**src/design/fsr_pkg.sv**
```systemverilog
/*
 * fsr_pkg: shared constants for the self-access control block and its
 * CPU-side partner. Assumes a single 50 MHz clock for both ends.
 */
package fsr_pkg;
	// ============================================================
	// clock and timing
	localparam int FSR_CLK_HZ = 50_000_000;
	localparam int FSR_PROG_MIN_US = 3700;
	localparam int FSR_PROG_MAX_US = 4500;
	// least time, rounded up
	localparam int FSR_PROG_CYCLES = (FSR_PROG_MIN_US * (FSR_CLK_HZ / 1_000_000) + 0);
	localparam logic [2:0] FSR_LPM_WIN = 3'h3;
	localparam logic [2:0] FSR_SPM_WIN = 3'h4;
	// ============================================================
	// control register bit positions
	localparam int FSR_B_EN = 0;
	localparam int FSR_B_ERASE = 1;
	localparam int FSR_B_WRITE = 2;
	localparam int FSR_B_LOCK = 3;
	localparam int FSR_B_REEN = 4;
	localparam int FSR_B_SIG = 5;
	localparam int FSR_B_RWWB = 6;
	localparam int FSR_B_IE = 7;
	localparam logic [7:0] FSR_CTL_RESET = 8'h00;
	// ============================================================
	// configuration read addresses (Z pointer)
	localparam logic [15:0] FSR_Z_FUSE_LOW = 16'h0000;
	localparam logic [15:0] FSR_Z_LOCK = 16'h0001;
	localparam logic [15:0] FSR_Z_FUSE_EXT = 16'h0002;
	localparam logic [15:0] FSR_Z_FUSE_HIGH = 16'h0003;
	localparam logic [15:0] FSR_Z_SIG1 = 16'h0000;
	localparam logic [15:0] FSR_Z_CAL = 16'h0001;
	localparam logic [15:0] FSR_Z_SIG2 = 16'h0002;
	localparam logic [15:0] FSR_Z_SIG3 = 16'h0004;
	localparam logic [7:0] FSR_RESERVED_READ = 8'hFF;
	localparam logic [11:0] FSR_NO_READ_WHILE_WRITE_SECTION_START = 12'hC00;
	// ============================================================
	// host command port offsets
	localparam logic [2:0] FSR_H_CTL = 3'h0;
	localparam logic [2:0] FSR_H_ZLO = 3'h1;
	localparam logic [2:0] FSR_H_ZHI = 3'h2;
	localparam logic [2:0] FSR_H_DATA = 3'h3;
	localparam logic [2:0] FSR_H_GO = 3'h4;
	localparam logic [2:0] FSR_H_STAT = 3'h5;
	localparam logic [2:0] FSR_H_RES = 3'h6;
	localparam int FSR_GO_LPM = 0;
	localparam int FSR_GO_WRONLY = 1;
endpackage : fsr_pkg

```
**src/design/fsr_if.sv**
```systemverilog
/*
 * fsr_if: link between the CPU core end and the self-access control end.
 * Both ends share one clock; the testbench instantiates and joins them.
 */
`timescale 1ns/1ps
`default_nettype none
interface fsr_if;
	logic ctl_wr;
	logic ctl_rd;
	logic [7:0] ctl_wdata;
	logic [7:0] ctl_rdata;
	logic lpm;
	logic spm;
	logic [15:0] z;
	logic [7:0] r0;
	logic [7:0] lpm_data;
	logic lpm_valid;
	logic ee_busy;
	logic irq;
	modport dev (
		input ctl_wr, ctl_rd, ctl_wdata, lpm, spm, z, r0,
		output ctl_rdata, lpm_data, lpm_valid, ee_busy, irq
	);
	modport cpu (
		output ctl_wr, ctl_rd, ctl_wdata, lpm, spm, z, r0,
		input ctl_rdata, lpm_data, lpm_valid, ee_busy, irq
	);
endinterface : fsr_if
`default_nettype wire

```
**src/design/fsr_dev.sv**
```systemverilog
/*
 * fsr_dev: self-programming control register, timed configuration read
 * window, flash write timer and read-while-write busy tracking.
 * Assumes fuse, lock, signature and flash data come from same-clock logic.
 */
// Notes on behaviour
// - eeprom write busy refuses flash programming
// - eeprom write busy refuses fuse/lock reads
// - software checks eeprom busy before write
// - Z 0x0001 lock read within three cycles
// - lock/enable bits self-clear after read/timeout
// - unarmed load is ordinary flash read
// - Z 0x0000 returns fuse low byte
// - Z 0x0003 returns fuse high byte
// - Z 0x0002 returns extended fuse, low nibble
// - programmed bits read zero, unprogrammed one
// - signature mode returns row byte by Z
// - signature bits self-clear after read/timeout
// - software uses only defined signature addresses
// - core reset never aborts running flash write
// - flash writes busy between 3.7ms and 4.5ms
// - fetches only from no-rww section
// - software waits enable clear, masks interrupts
// - interrupt held while enable bit clear
// - busy flag cleared only by re-enable
`timescale 1ns/1ps
`default_nettype none
module fsr_dev
	import fsr_pkg::*;
#(
	parameter int PROG_CYCLES = FSR_PROG_CYCLES,
	parameter logic [11:0] NO_READ_WHILE_WRITE_SECTION_START = FSR_NO_READ_WHILE_WRITE_SECTION_START
) (
	// clock and power-on reset
	input wire logic ref_clk,
	input wire logic reset_n,
	// core reset request, same clock
	input wire logic core_rst,
	// link to the cpu core
	fsr_if.dev link,
	// eeprom and nonvolatile contents, 1 = programmed
	input wire logic eeprom_write_busy_flag,
	input wire logic [7:0] fuse_low_prog,
	input wire logic [7:0] fuse_high_prog,
	input wire logic [3:0] fuse_ext_prog,
	input wire logic [5:0] lock_prog,
	input wire logic [7:0] sig_byte1,
	input wire logic [7:0] sig_byte2,
	input wire logic [7:0] sig_byte3,
	input wire logic [7:0] osc_cal_byte,
	// flash array side
	output logic [15:0] flash_addr,
	input wire logic [7:0] flash_rdata,
	input wire logic [11:0] fetch_addr,
	output logic fetch_allow,
	output logic prog_start,
	output logic [2:0] prog_kind,
	output logic [15:0] prog_addr,
	output logic [7:0] prog_data,
	output logic prog_busy
);
	localparam int CW = $clog2(PROG_CYCLES + 1);
	localparam logic [CW-1:0] CNT_LOAD = CW'(PROG_CYCLES);
	localparam logic [CW-1:0] CNT_ONE = CW'(1);

	// ============================================================
	// state
	logic [7:0] ctl;
	logic [2:0] win;
	logic op_busy;
	logic op_rww;
	logic [CW-1:0] op_cnt;
	logic [7:0] rd_data;
	logic rd_valid;
	logic [7:0] ctl_rd_q;
	logic st_q;
	logic [2:0] kind_q;
	logic [15:0] addr_q;
	logic [7:0] data_q;
	logic [7:0] next_ctl;
	logic [2:0] next_win;
	logic next_op_busy;
	logic next_op_rww;
	logic [CW-1:0] next_op_cnt;
	logic [7:0] next_rd_data;
	logic next_rd_valid;
	logic [7:0] next_ctl_rd_q;
	logic next_st_q;
	logic [2:0] next_kind_q;
	logic [15:0] next_addr_q;
	logic [7:0] next_data_q;

	logic armed;
	logic read_mode;
	logic [7:0] cfg_byte;

	assign armed = ctl[FSR_B_EN] && (win != 3'h0);
	assign read_mode = ctl[FSR_B_LOCK] || ctl[FSR_B_SIG];

	// ============================================================
	// configuration byte select
	always_comb begin
		cfg_byte = FSR_RESERVED_READ;
		if (ctl[FSR_B_SIG]) begin
			unique case (link.z)
				FSR_Z_SIG1: cfg_byte = sig_byte1;
				FSR_Z_CAL: cfg_byte = osc_cal_byte;
				FSR_Z_SIG2: cfg_byte = sig_byte2;
				FSR_Z_SIG3: cfg_byte = sig_byte3;
				// reserved addresses read all ones
				default: cfg_byte = FSR_RESERVED_READ;
			endcase
		end else begin
			unique case (link.z)
				FSR_Z_FUSE_LOW: cfg_byte = ~fuse_low_prog;
				FSR_Z_LOCK: cfg_byte = {2'h3, ~lock_prog};
				FSR_Z_FUSE_EXT: cfg_byte = {4'hF, ~fuse_ext_prog};
				FSR_Z_FUSE_HIGH: cfg_byte = ~fuse_high_prog;
				default: cfg_byte = FSR_RESERVED_READ;
			endcase
		end
	end

	// ============================================================
	// next state
	always_comb begin
		next_ctl = ctl;
		next_win = win;
		next_op_busy = op_busy;
		next_op_rww = op_rww;
		next_op_cnt = op_cnt;
		next_rd_data = rd_data;
		next_rd_valid = 1'b0;
		next_ctl_rd_q = ctl_rd_q;
		next_st_q = 1'b0;
		next_kind_q = kind_q;
		next_addr_q = addr_q;
		next_data_q = data_q;

		// window runs from the cycle after the write
		if (win != 3'h0) begin
			next_win = win + 3'h1;
		end
		// timeout, no store within four cycles
		if (armed && win == FSR_SPM_WIN && !link.spm) begin
			next_win = 3'h0;
			next_ctl = ctl & 8'h80 | ctl & 8'h40;
		end
		// signature mode times out after three
		if (armed && ctl[FSR_B_SIG] && win == FSR_LPM_WIN && !link.lpm) begin
			next_win = 3'h0;
			next_ctl = ctl & 8'hC0;
		end

		if (link.ctl_wr && !op_busy) begin
			next_ctl[FSR_B_IE] = link.ctl_wdata[FSR_B_IE];
			// eeprom write in progress refuses arming
			if (!(eeprom_write_busy_flag && link.ctl_wdata[FSR_B_EN])) begin
				next_ctl[5:0] = link.ctl_wdata[5:0];
				next_win = link.ctl_wdata[FSR_B_EN] ? 3'h1 : 3'h0;
			end
		end

		if (link.lpm) begin
			next_rd_valid = 1'b1;
			if (armed && read_mode && win <= FSR_LPM_WIN && !eeprom_write_busy_flag) begin
				next_rd_data = cfg_byte;
				// bits clear once the read completes
				next_ctl = ctl & 8'hC0;
				next_win = 3'h0;
			end else begin
				next_rd_data = flash_rdata;
			end
		end

		if (link.spm && armed && !op_busy) begin
			next_win = 3'h0;
			next_addr_q = link.z;
			next_data_q = link.r0;
			next_kind_q = ctl[3:1];
			next_st_q = 1'b1;
			if (ctl[FSR_B_ERASE] || ctl[FSR_B_WRITE] || ctl[FSR_B_LOCK]) begin
				// timed flash write, enable stays set
				next_op_busy = 1'b1;
				next_op_cnt = CNT_LOAD;
				next_op_rww = ctl[FSR_B_ERASE] || ctl[FSR_B_WRITE];
				if (ctl[FSR_B_ERASE] || ctl[FSR_B_WRITE]) begin
					next_ctl[FSR_B_RWWB] = 1'b1;
				end
			end else begin
				if (ctl[FSR_B_REEN]) begin
					next_ctl[FSR_B_RWWB] = 1'b0;
				end
				next_ctl = next_ctl & 8'hC0;
			end
		end

		if (op_busy) begin
			next_op_cnt = op_cnt - CNT_ONE;
			if (op_cnt == CNT_ONE) begin
				next_op_busy = 1'b0;
				next_op_rww = 1'b0;
				next_ctl = ctl & 8'hC0;
			end
		end

		if (link.ctl_rd) begin
			next_ctl_rd_q = ctl;
		end

		// core reset spares the running write
		if (core_rst) begin
			next_win = 3'h0;
			next_rd_valid = 1'b0;
			next_st_q = 1'b0;
			// keyed to the next timer state so a write ending here cannot leave enable stuck
			next_ctl = next_op_busy ? (next_ctl & 8'h4F) : (next_ctl & 8'h40);
		end
	end

	always_ff @(posedge ref_clk or negedge reset_n) begin
		if (!reset_n) begin
			ctl <= FSR_CTL_RESET;
			win <= 3'h0;
			op_busy <= 1'b0;
			op_rww <= 1'b0;
			op_cnt <= '0;
			rd_data <= 8'h00;
			rd_valid <= 1'b0;
			ctl_rd_q <= 8'h00;
			st_q <= 1'b0;
			kind_q <= 3'h0;
			addr_q <= 16'h0000;
			data_q <= 8'h00;
		end else begin
			ctl <= next_ctl;
			win <= next_win;
			op_busy <= next_op_busy;
			op_rww <= next_op_rww;
			op_cnt <= next_op_cnt;
			rd_data <= next_rd_data;
			rd_valid <= next_rd_valid;
			ctl_rd_q <= next_ctl_rd_q;
			st_q <= next_st_q;
			kind_q <= next_kind_q;
			addr_q <= next_addr_q;
			data_q <= next_data_q;
		end
	end

	// ============================================================
	// outputs
	assign link.ctl_rdata = ctl_rd_q;
	assign link.lpm_data = rd_data;
	assign link.lpm_valid = rd_valid;
	assign link.ee_busy = eeprom_write_busy_flag;
	// level request while enable is clear
	assign link.irq = ctl[FSR_B_IE] && !ctl[FSR_B_EN];
	assign flash_addr = link.z;
	// erase/write lets only no-rww fetches through
	assign fetch_allow = !op_rww || (fetch_addr >= NO_READ_WHILE_WRITE_SECTION_START);
	assign prog_start = st_q;
	assign prog_kind = kind_q;
	assign prog_addr = addr_q;
	assign prog_data = data_q;
	assign prog_busy = op_busy;
endmodule : fsr_dev
`default_nettype wire

```
**src/flat_wrapper.sv**
```systemverilog
// flat-port wrapper written by rule: the top's interface ports become plain ports
module fsr_dev_flat import fsr_pkg::*;
#(
	parameter int PROG_CYCLES = FSR_PROG_CYCLES,
	parameter logic [11:0] NO_READ_WHILE_WRITE_SECTION_START = FSR_NO_READ_WHILE_WRITE_SECTION_START
)
  (ref_clk, reset_n, core_rst, eeprom_write_busy_flag, fuse_low_prog, fuse_high_prog, fuse_ext_prog, lock_prog, sig_byte1, sig_byte2, sig_byte3, osc_cal_byte, flash_addr, flash_rdata, fetch_addr, fetch_allow, prog_start, prog_kind, prog_addr, prog_data, prog_busy, link_ctl_wr, link_ctl_rd, link_ctl_wdata, link_lpm, link_spm, link_z, link_r0, link_ctl_rdata, link_lpm_data, link_lpm_valid, link_ee_busy, link_irq);
  fsr_if link_i ();
  input wire logic ref_clk;
  input wire logic reset_n;
  input wire logic core_rst;
  input wire logic eeprom_write_busy_flag;
  input wire logic [7:0] fuse_low_prog;
  input wire logic [7:0] fuse_high_prog;
  input wire logic [3:0] fuse_ext_prog;
  input wire logic [5:0] lock_prog;
  input wire logic [7:0] sig_byte1;
  input wire logic [7:0] sig_byte2;
  input wire logic [7:0] sig_byte3;
  input wire logic [7:0] osc_cal_byte;
  output logic [15:0] flash_addr;
  input wire logic [7:0] flash_rdata;
  input wire logic [11:0] fetch_addr;
  output logic fetch_allow;
  output logic prog_start;
  output logic [2:0] prog_kind;
  output logic [15:0] prog_addr;
  output logic [7:0] prog_data;
  output logic prog_busy;
  input wire logic [$bits(link_i.ctl_wr)-1:0] link_ctl_wr;
  input wire logic [$bits(link_i.ctl_rd)-1:0] link_ctl_rd;
  input wire logic [$bits(link_i.ctl_wdata)-1:0] link_ctl_wdata;
  input wire logic [$bits(link_i.lpm)-1:0] link_lpm;
  input wire logic [$bits(link_i.spm)-1:0] link_spm;
  input wire logic [$bits(link_i.z)-1:0] link_z;
  input wire logic [$bits(link_i.r0)-1:0] link_r0;
  output wire logic [$bits(link_i.ctl_rdata)-1:0] link_ctl_rdata;
  output wire logic [$bits(link_i.lpm_data)-1:0] link_lpm_data;
  output wire logic [$bits(link_i.lpm_valid)-1:0] link_lpm_valid;
  output wire logic [$bits(link_i.ee_busy)-1:0] link_ee_busy;
  output wire logic [$bits(link_i.irq)-1:0] link_irq;
  assign link_i.ctl_wr = link_ctl_wr;
  assign link_i.ctl_rd = link_ctl_rd;
  assign link_i.ctl_wdata = link_ctl_wdata;
  assign link_i.lpm = link_lpm;
  assign link_i.spm = link_spm;
  assign link_i.z = link_z;
  assign link_i.r0 = link_r0;
  assign link_ctl_rdata = link_i.ctl_rdata;
  assign link_lpm_data = link_i.lpm_data;
  assign link_lpm_valid = link_i.lpm_valid;
  assign link_ee_busy = link_i.ee_busy;
  assign link_irq = link_i.irq;
  fsr_dev #(.PROG_CYCLES(PROG_CYCLES), .NO_READ_WHILE_WRITE_SECTION_START(NO_READ_WHILE_WRITE_SECTION_START)) u_core (.ref_clk(ref_clk), .reset_n(reset_n), .core_rst(core_rst), .link(link_i), .eeprom_write_busy_flag(eeprom_write_busy_flag), .fuse_low_prog(fuse_low_prog), .fuse_high_prog(fuse_high_prog), .fuse_ext_prog(fuse_ext_prog), .lock_prog(lock_prog), .sig_byte1(sig_byte1), .sig_byte2(sig_byte2), .sig_byte3(sig_byte3), .osc_cal_byte(osc_cal_byte), .flash_addr(flash_addr), .flash_rdata(flash_rdata), .fetch_addr(fetch_addr), .fetch_allow(fetch_allow), .prog_start(prog_start), .prog_kind(prog_kind), .prog_addr(prog_addr), .prog_data(prog_data), .prog_busy(prog_busy));
endmodule
```
**config.mk**
```make
export PLATFORM = sky130hd
export DESIGN_NAME = fsr_dev_flat
export DESIGN_NICKNAME = d
export VERILOG_FILES = /design/src/design/fsr_pkg.sv /design/src/design/fsr_if.sv /design/src/design/fsr_dev.sv /design/src/flat_wrapper.sv
export SDC_FILE = /design/constraint.sdc
export NUM_CORES = 1
export LEC_CHECK = 0
export BUFFER_PORTS_ARGS = -buffer_cell sky130_fd_sc_hd__buf_4
export CORE_ASPECT_RATIO = 0.5
export CORE_UTILIZATION = 35
export CTS_BUF_LIST = sky130_fd_sc_hd__clkbuf_8
export CTS_CLUSTER_SIZE = 12
export DETAILED_ROUTE_END_ITERATION = 6
export PLACE_DENSITY = 0.6
export SLEW_MARGIN = 20
export SYNTH_ARGS = -nofsm -noshare
export SYNTH_HDL_FRONTEND = slang
export SYNTH_SLANG_ARGS = --single-unit
```
**constraint.sdc**
```tcl
create_clock -name ref_clk -period 5.8 [get_ports ref_clk]
set_input_delay 0 -clock ref_clk [delete_from_list [all_inputs] [get_ports ref_clk]]
set_output_delay 0 -clock ref_clk [all_outputs]
set_load 0.01 [all_outputs]
```
======== After elaboration in Yosys (flattened, before gate mapping) ========
Cells that the tools add are included.
storage, ports and cells
  register bits ........................... 76
  output and inout bits ................... 65
  word-level logic and storage cells ...... 104
  input port bits ......................... 118
cells by class
  magnitude comparators ................... 2
  bitwise operators ....................... 5
  equality and inequality tests ........... 8
  add/subtract/negate cells ............... 2
  reduce and logical (&&, ||, !) cells .... 29
  mux-type cells .......................... 45
operators by type and width
  operator               number
  $mux 8                 9
  $pmux 8 s4             2
  $mux 18                3
  $eq 16x2->1 const B    2
  $mux 3                 9
  $eq 18x1->1 const B    1
  $mux 6                 3
  $sub 18x1->18 const B  1
  $mux 1                 17
  $eq 16x1->1 const B    1
  $eq 16x3->1 const B    1
  $logic_not 16->1       1
  $not 8->8              2
  $logic_and 1x1->1      14
  $ge 12x12->1 const B   1
  $or 8x7->8             1
  $mux 7                 1
  $logic_not 1->1        6
  $not 6->6              1
  $logic_or 1x1->1       4
  $mux 4                 1
  $not 4->4              1
  $reduce_bool 2->1      2
  $add 3x1->3 const B    1
  other kinds (6)        6

======== Depth between registers and ports, before layout ========
Gate-level depths: netlist (run 1).
  word-level depth ........................ 17
  mapped depth ............................ 8
  gate-level depth less buffers ........... 7

======== Worst setup path after synthesis (run 1) ========
OpenSTA, ideal clock, no wires.
  path kind ............................... reg2reg
  from .................................... reg u_core.op_cnt[3]
  to ...................................... reg u_core.op_cnt[16]
  cell stages (with the launch flop) ...... 6
  arrival time ............................ 1.921 ns
  setup time .............................. 0.134 ns
  clock period less this slack ............ 2.055 ns
  data required time ...................... 5.666 ns
  path slack .............................. 3.745 ns
  buffers on the path ..................... 0
  cell sequence ........................... dfrtp_1 -> or3_4 -> or4_4 -> or3_4 -> o311ai_2 -> o41ai_1
between the ends
  cells in the longest elaborated chain, start to end .. 2
RTL lines
  what                      RTL line        source
  start: declaration        fsr_dev.sv:72   logic [CW-1:0] op_cnt;
  start signal: assignment  fsr_dev.sv:240  op_cnt <= next_op_cnt;
  $sub 18x1->18             fsr_dev.sv:199  next_op_cnt = op_cnt - CNT_ONE;
  $mux 18                   fsr_dev.sv:198  if (op_busy) begin
No other way between the ends.
A chain may end at the register's enable or synchronous reset.

======== Worst setup path after layout (run 1) ========
  from .................................... reg u_core.win[0]
  to ...................................... reg u_core.ctl[7]
between the ends
  cells in the longest elaborated chain, start to end .. 12
  elaborated cells between the ends (all ways) .. 21
  classes of those cells .................. order compare: 1; eq/ne: 2; mux: 8; reduce/logical: 10
RTL lines
  what                                                      RTL line                        source
  start: declaration                                        fsr_dev.sv:69                   logic [2:0] win;
  start signal: assignment                                  fsr_dev.sv:237                  win <= next_win;
  $reduce_bool 3->1                                         fsr_dev.sv:97                   assign armed = ctl[FSR_B_EN] && (win != 3'h0);
  $logic_and 1x1->1                                         fsr_dev.sv:97
  $logic_and 1x1->1, on equally long branches (2 in a row)  fsr_dev.sv:145, fsr_dev.sv:150
  $mux 8 / $logic_and 1x1->1 (equally long branches)        fsr_dev.sv:145, fsr_dev.sv:150
  $mux 8                                                    fsr_dev.sv:150                  if (armed && ctl[FSR_B_SIG] && win == FSR_LPM_WIN && !link.lpm) begin
  $mux 1                                                    fsr_dev.sv:155                  if (link.ctl_wr && !op_busy) begin
  $mux 8                                                    fsr_dev.sv:166                  if (armed && read_mode && win <= FSR_LPM_WIN && !eeprom_write_busy_flag) begin
  $mux 8 (*)                                                fsr_dev.sv:164                  if (link.lpm) begin
  $mux 8                                                    fsr_dev.sv:200                  if (op_cnt == CNT_ONE) begin
  $mux 8 (*)                                                fsr_dev.sv:198
  $mux 8 (*)                                                fsr_dev.sv:212                  if (core_rst) begin
  end signal: assignment                                    fsr_dev.sv:236                  ctl <= next_ctl;
  end: declaration                                          fsr_dev.sv:68                   logic [7:0] ctl;
Mark *: on every way between the ends. The rest lies on a longest branch, timed or not. The select of a mux whose other input is x is not followed.

==> key figures, run 1 <==
Status
  – Outcome: finished clean

Critical path
  – Family with the most delay on the worst path: compound AO/OA/AOI/OAI gates
  – Cell Chain, Critical Path: ha_1, ha_1, o2111ai_1, or2_2, nand4_1, a21oi_1, dlygate4sd3_1
  – Cell mode on critical path: ha_1
  – Worst path max stage delay: 0.81 ns
  – Crit Path Category: reg -> reg
  – Critical path startpoint category: flip-flop
  – Worst path bufs/invs: 1
  – CP Max Fanout: 12
  – Worst Path Required: 6.09 ns
  – Critical path capture point type: flip-flop
  – Critical Path AT: 3.20 ns
  – Slowest cell on the critical path: o2111ai_1

Route
  – Wire length per cell: 15.47 µm
  – Vias: 3833
  – DRT Pass-1 Iters: 4
  – Vias per cell: 5.017
  – Iter 0 DRT Violations: 149
  – Drt total wl: 11820 µm
  – Drc violations: 0
  – ANT nets after route: 0

Timing
  – Hold WS: 0.02539 ns
  – Max-slew violation count: 0
  – Period minus WS final: 2.918 ns
  – RSZ-0062 raised after global routing: false
  – Slew margin rel.: 31.12%
  – Setup TNS: 0 ns
  – Final setup viols: 0
  – Max Clock Freq: 342.6 MHz
  – Final worst clock skew: 0.009531 ns
  – Fin. Hold Viols: 0
  – Final setup margin: 2.882 ns
  – Least-Margin Pin Slew: 1.020 ns
  – Tcrit/Tclk final: 50.32%

Synthesis
  – Yosys reg bits: 76
  – Syn_area_per_cell: 9.452 µm²
  – Top cells by area, synth: dfrtp_1, nand2_1, buf_4, mux2i_1, a21oi_1
  – Post-synthesis compound-gate area fraction: 13.42%
  – Mux cell area share after synthesis: 7.493%
  – Yosys top cell area share: 47.46%
  – Most used DFF post-synth: dfrtp_1
  – Simple-gate share of the synthesized area: 22.70%
  – Syn_nets: 547
  – Largest family of logic cells by synthesized area: simple AND/OR/NAND/NOR gates
  – Synth cell types: 51
  – Sequential area share after synthesis: 47.46%
  – Post-synth EDFFs: 0
  – Syn Inst Count: 424
  – Mapped Area: 4008 µm²
  – Synthesis warning total: 0
  – Synth Area in XOR/XNOR: 1.530%
  – Post-synthesis adder-cell area fraction: 1.561%
  – Synth area leader: dfrtp_1
  – Asr flop ratio synth: 100.0%

Final layout
  – Synthesis-to-finish area growth: 47.58%
  – Non-Filler Instances: 764
  – FILL cells: 1067
  – Finished Core Util: 53.38%
  – Number of antenna diodes: 0
  – Final instance area: 5914 µm²
  – Nets: 737
  – Share of layout cells above drive strength 1: 34.25%

Die
  – Core Footprint: 11080 µm²
  – Initial Util: 36.17%
  – Number of placement rows: 27
  – Chip width: 153.3 µm
  – I/O pin total: 183
  – Die Y: 77.67 µm
  – Die ar.: 11910 µm²

Clock tree
  – Clk pin slew, worst setup/hold paths: 0.07 ns
  – Clk sink count: 76
  – Cts repair resizes: 0
  – Clk Latency, worst-skew pair: 0.35 ns
  – H-Tree Level Count: 3
  – Clock tree from TritonCTS: yes
  – CTS Buf Count: 9
  – Clock Root Buffer: clkbuf_8
  – Max clock buf depth: 2

Global route
  – Antenna violations before repair: 0
  – First-pass GRT wire length: 19420 µm
  – GRT overflow: 0
  – Vias in the first global route: 3882
  – Gr usage total: 20.77%
  – Largest net degree at the start of global routing: 77

Place
  – Placed Instances: 708
  – PortBufs: 171
  – Setup WS pre-CTS: 3.111 ns
  – Placed Area: 5301 µm²
  – Detail Placement HPWL: 8359 µm
  – Routability cong.: 0.8692

Power
  – Peak VDD IR: 0.1582 mV
  – Design Power: 2.072 mW
  – Pwr Density: 350.3 nW/µm²
  – LEAKAGE: 2.911 nW

Hold path
  – Min-Delay Path Class: in -> reg

Job
  – Max Cap Viol: 0
==> cell type report <==
cell class,instances,area [µm²],share of cell area (%)
clock buffers,11,151.4,2.560
clock inverters,5,51.30,0.8674
inverters,11,41.29,0.6981
multi-input cells,303,1878,31.75
flip-flops and latches,76,1902,32.16
well taps,145,181.4,3.067
repair buffers,213,1709,28.90
==> metal layers <==
layer | part of all wire, % | track usage, % | up-vias
met5 | 0 | 0 | -
li1 | - | - | 1876
met2 | 50 | 35.71 | 90
met1 | 44 | 25.82 | 1852
met4 | 1.5 | 7.200 | 0
met3 | 4.5 | 4.804 | 15
==> Yosys cell counts (2+ instances only) <==
| library cell | count |
|---|---|
| a21oi_1 | 21 |
| a221o_1 | 8 |
| a22oi_1 | 7 |
| a31oi_1 | 2 |
| and3_1 | 9 |
| buf_4 | 17 |
| clkbuf_1 | 16 |
| dfrtp_1 | 76 |
| ha_1 | 5 |
| inv_1 | 11 |
| mux2_2 | 8 |
| mux2i_1 | 12 |
| mux4_2 | 4 |
| nand2_1 | 109 |
| nand2b_1 | 4 |
| nand3_1 | 10 |
| nand4_1 | 3 |
| nor2_1 | 17 |
| nor2b_1 | 4 |
| nor3_1 | 7 |
| nor4_1 | 8 |
| nor4b_2 | 2 |
| o21ai_0 | 11 |
| o221ai_1 | 6 |
| o2bb2ai_1 | 2 |
| o311ai_0 | 2 |
| o41ai_1 | 3 |
| or2_2 | 2 |
| or3_1 | 6 |
| or3_4 | 2 |
| or4_1 | 4 |
| xnor2_1 | 7 |
==> cells by family (layout without fill, tap and decap cells) <==
logic type      Yosys count  after routing
flops                    76             76
mux                      24             24
simple gates            192            192
fa+ha+maj                 5              5
compound gates           75             75
xor+xnor                  7              7
buf+inv                  45            240
==> final timing paths <==
path | start | to | slack (ns) | depth (start not counted)
max reg2reg | u_core.win[0] | u_core.ctl[7] | 2.88 | 7
max in group asynchronous | reset_n | u_core.prog_addr[2] | 5.06 | 3
min in group asynchronous | reset_n | u_core.op_cnt[10] | 0.14 | 2
max | u_core.win[0] | u_core.ctl[7] | 2.88 | 7
min | flash_rdata[7] | u_core.link.lpm_data[7] | 0.03 | 4
min reg2reg | u_core.prog_addr[10] | u_core.prog_addr[10] | 0.48 | 2
==> worst min-delay path, delay by kind of cell <==
kind            cells  cell delay, ns
buf+inv             2            0.15
compound gates      2            0.17
==> cells in the final DEF (no fill, tap or decap), types with 3 or more instances in the layout <==
cell type      count
dlygate4sd3_1     39
buf_4            173
o21ai_0           11
dfrtp_1           76
or4_1              4
a221o_1            8
nor2_1            17
or3_1              6
nand2_1          109
inv_1             12
xnor2_1            7
mux2_2             8
ha_1               5
clkbuf_8          11
o221ai_1           6
nor3_1             7
o41ai_1            3
nand2b_1           4
a22oi_1            7
nand3_1           10
mux2i_1           12
nand4_1            3
and3_1             9
a21oi_1           21
nor2b_1            4
mux4_2             4
nor4_1             7
==> flip-flops by register name (all words and copies together) (netlist names) <==
signal                 flops
u_core.win                 3
u_core.op_cnt             18
u_core.prog_data           8
u_core.op_rww              1
u_core.ctl                 8
u_core.prog_kind           3
u_core.prog_addr          16
u_core.link.lpm_valid      1
u_core.prog_busy           1
u_core.link.lpm_data       8
u_core.prog_start          1
u_core.link.ctl_rdata      8
==> report_power, final <==
group          switching [mW]  internal, mW  total (mW)
Sequential              0.164         0.725       0.889
Clock                   0.196         0.219       0.415
Combinational           0.375         0.393       0.768
Total                   0.735          1.34        2.07
==> timing repair <==
item / CTS / global route
hold buffers: 39 / 0
endpoints found under the setup margin: 0 / 0
setup buffers: 0 / 0
endpoints found under the hold margin: 119 / 0
No activity file was read; power rests on OpenSTA's default activity.
==> run 2, diff against run 1 <==
clock period = 2.95 ns   (was 5.8 ns; I/O delays follow)
==> run 2 against run 1 <==
Register-to-register slack got worse by 2.2 ns. Clock power increased by 130%. Sequential share of layout area decreased by 0.21 points. First-iteration DRC count up 30%. Final area grew 0.66%. Power rose by 100%. Sequential power rose by 96%. Die area did not move. Largest cell class unchanged.
==> key figures, run 2 (synthesis gave the netlist of run 1 again) <==
Power
  – Psw: 1.459 mW
  – Peak VDD IR: 0.3665 mV
  – LEAKAGE: 2.930 nW
  – Pwr Density: 709.6 nW/µm²
  – Clock share of power: 22.8%
  – Comb pwr share: 35.9%
  – Design Power: 4.224 mW
  – Int Pwr: 2.765 mW
  – Switching share of total power: 34.54%
  – Flop pwr share: 41.3%

Die
  – Die ar.: 11910 µm²
  – Core Footprint: 11080 µm²
  – Chip width: 153.3 µm
  – Number of placement rows: 27
  – Die Y: 77.67 µm
  – Initial Util: 36.17%
  – I/O pin total: 183

Timing
  – Final setup viols: 0
  – Slew margin rel.: 35.61%
  – Setup TNS: 0 ns
  – Period minus WS final: 2.397 ns
  – Max Clock Freq: 417.3 MHz
  – Least-Margin Pin Slew: 0.9658 ns
  – Fin. Hold Viols: 0
  – Tcrit/Tclk final: 81.24%
  – Max-slew violation count: 0
  – RSZ-0062 raised after global routing: false
  – Hold WS: 0.03294 ns
  – Final worst clock skew: 0.01310 ns

Clock tree
  – H-Tree Level Count: 3
  – Cts hold-fix bufs: 39
  – Clock tree from TritonCTS: yes
  – Clk sink count: 76
  – Clk pin slew, worst setup/hold paths: 0.08 ns
  – Cts repair resizes: 0
  – Clk Latency, worst-skew pair: 0.35 ns
  – CTS Buf Count: 9
  – Setup Fix Bufs, Post-CTS: 0
  – Max clock buf depth: 2
  – Clock Root Buffer: clkbuf_8

Route
  – Wire length per cell: 15.43 µm
  – ANT nets after route: 0
  – Vias: 3854
  – DRT Pass-1 Iters: 7
  – Drc violations: 0
  – Vias per cell: 5.031
  – Iter 0 DRT Violations: 193
  – Drt total wl: 11820 µm

Final layout
  – Non-Filler Instances: 766
  – Share of layout cells above drive strength 1: 34.46%
  – Nets: 739
  – Finished Core Util: 53.73%
  – Commonest cells after routing, fill and taps aside: buf_4, nand2_1, dfrtp_1
  – Synthesis-to-finish area growth: 48.55%
  – Commonest non-fill, non-tap cell in the layout: buf_4
  – Largest Register: u_core.op_cnt
  – Number of antenna diodes: 0
  – Multi-input logic area: 1878 µm²
  – Max reg flops: 18
  – Seq. cell area: 1902 µm²
  – FILL cells: 1033

Hold path
  – Min-Delay Path Class: in -> reg
  – Worst hold path stage count: 4

Global route
  – GRT overflow: 0
  – Largest net degree at the start of global routing: 77
  – First-pass GRT wire length: 19310 µm
  – Vias in the first global route: 3885
  – Antenna violations before repair: 0
  – Gr usage total: 20.70%

Critical path
  – Slowest cell on the critical path: dlygate4sd3_1
  – Critical path startpoint category: primary input
  – CP Max Fanout: 8
  – Crit Path Category: in -> reg
  – Worst Path Required: 3.19 ns
  – Cell Chain, Critical Path: dlygate4sd3_1, buf_4, nor4_1, nand4_1, buf_4, nor2_1, a21oi_1, a221o_1
  – Critical path capture point type: flip-flop
  – Worst R2R Path Depth: 5
  – Cell mode on critical path: buf_4
  – Critical Path AT: 2.63 ns
  – Worst path max stage delay: 0.54 ns

Job
  – Max Cap Viol: 0

Place
  – Routability cong.: 0.8522
  – PortBufs: 171
  – Placed Instances: 711
  – Detail Placement HPWL: 8433 µm

Status
  – Outcome: finished clean
==> run 2: path summary, 6_finish.rpt <==
| kind | slack [ns] | to | startpoint |
|---|---|---|---|
| worst max-delay path | 0.55 | u_core.link.lpm_data[0] | link_z[7] |
| worst min-delay path | 0.03 | u_core.link.lpm_data[7] | flash_rdata[7] |
| worst max register to register | 0.65 | u_core.ctl[1] | u_core.op_cnt[7] |
| worst min register to register | 0.48 | u_core.prog_data[3] | u_core.prog_data[3] |
| max in group asynchronous | 1.98 | u_core.prog_addr[13] | reset_n |
| min in group asynchronous | 0.33 | u_core.op_cnt[10] | reset_n |
==> run 2: stage by stage <==
stage                     worst slack (ns)  instance area [µm²]
after global routing                0.4503                 5953
after floorplan                     0.8953                 4008
final                               0.5534                 5953
after CTS                           0.6558                 5953
after detailed placement            0.6778                 5324
after global placement              0.6939                 5324
==> run 2: layer usage <==
layer  track usage (%)  share of wire [%]
met2             35.84                 50
met5                 0                  0
met4             4.700               0.80
met1             26.58                 45
met3             4.525                3.5
==> run 2: area by class of cell <==
class / instances / share of cell area (%)
clock buffers: 9 / 2.081
repair buffers: 215 / 28.75
flip-flops and latches: 76 / 31.95
clock inverters: 7 / 1.934
inverters: 11 / 0.6936
well taps: 145 / 3.047
multi-input cells: 303 / 31.55
==> run 2: critical path: cells and delay by family <==
family | cells | cell delay (ns)
buf+inv | 3 | 0.89
compound gates | 2 | 0.50
simple gates | 3 | 1.24
==> run 2: power groups by stage <==
stage | Sequential, mW | Combinational, mW | Clock, mW
after floorplan | 1.80 | 0.711 | 0
after global placement | 1.75 | 1.47 | 0
after detailed placement | 1.76 | 1.49 | 0
after CTS | 1.75 | 1.54 | 0.991
after global routing | 1.81 | 1.69 | 1.03
final | 1.74 | 1.52 | 0.964
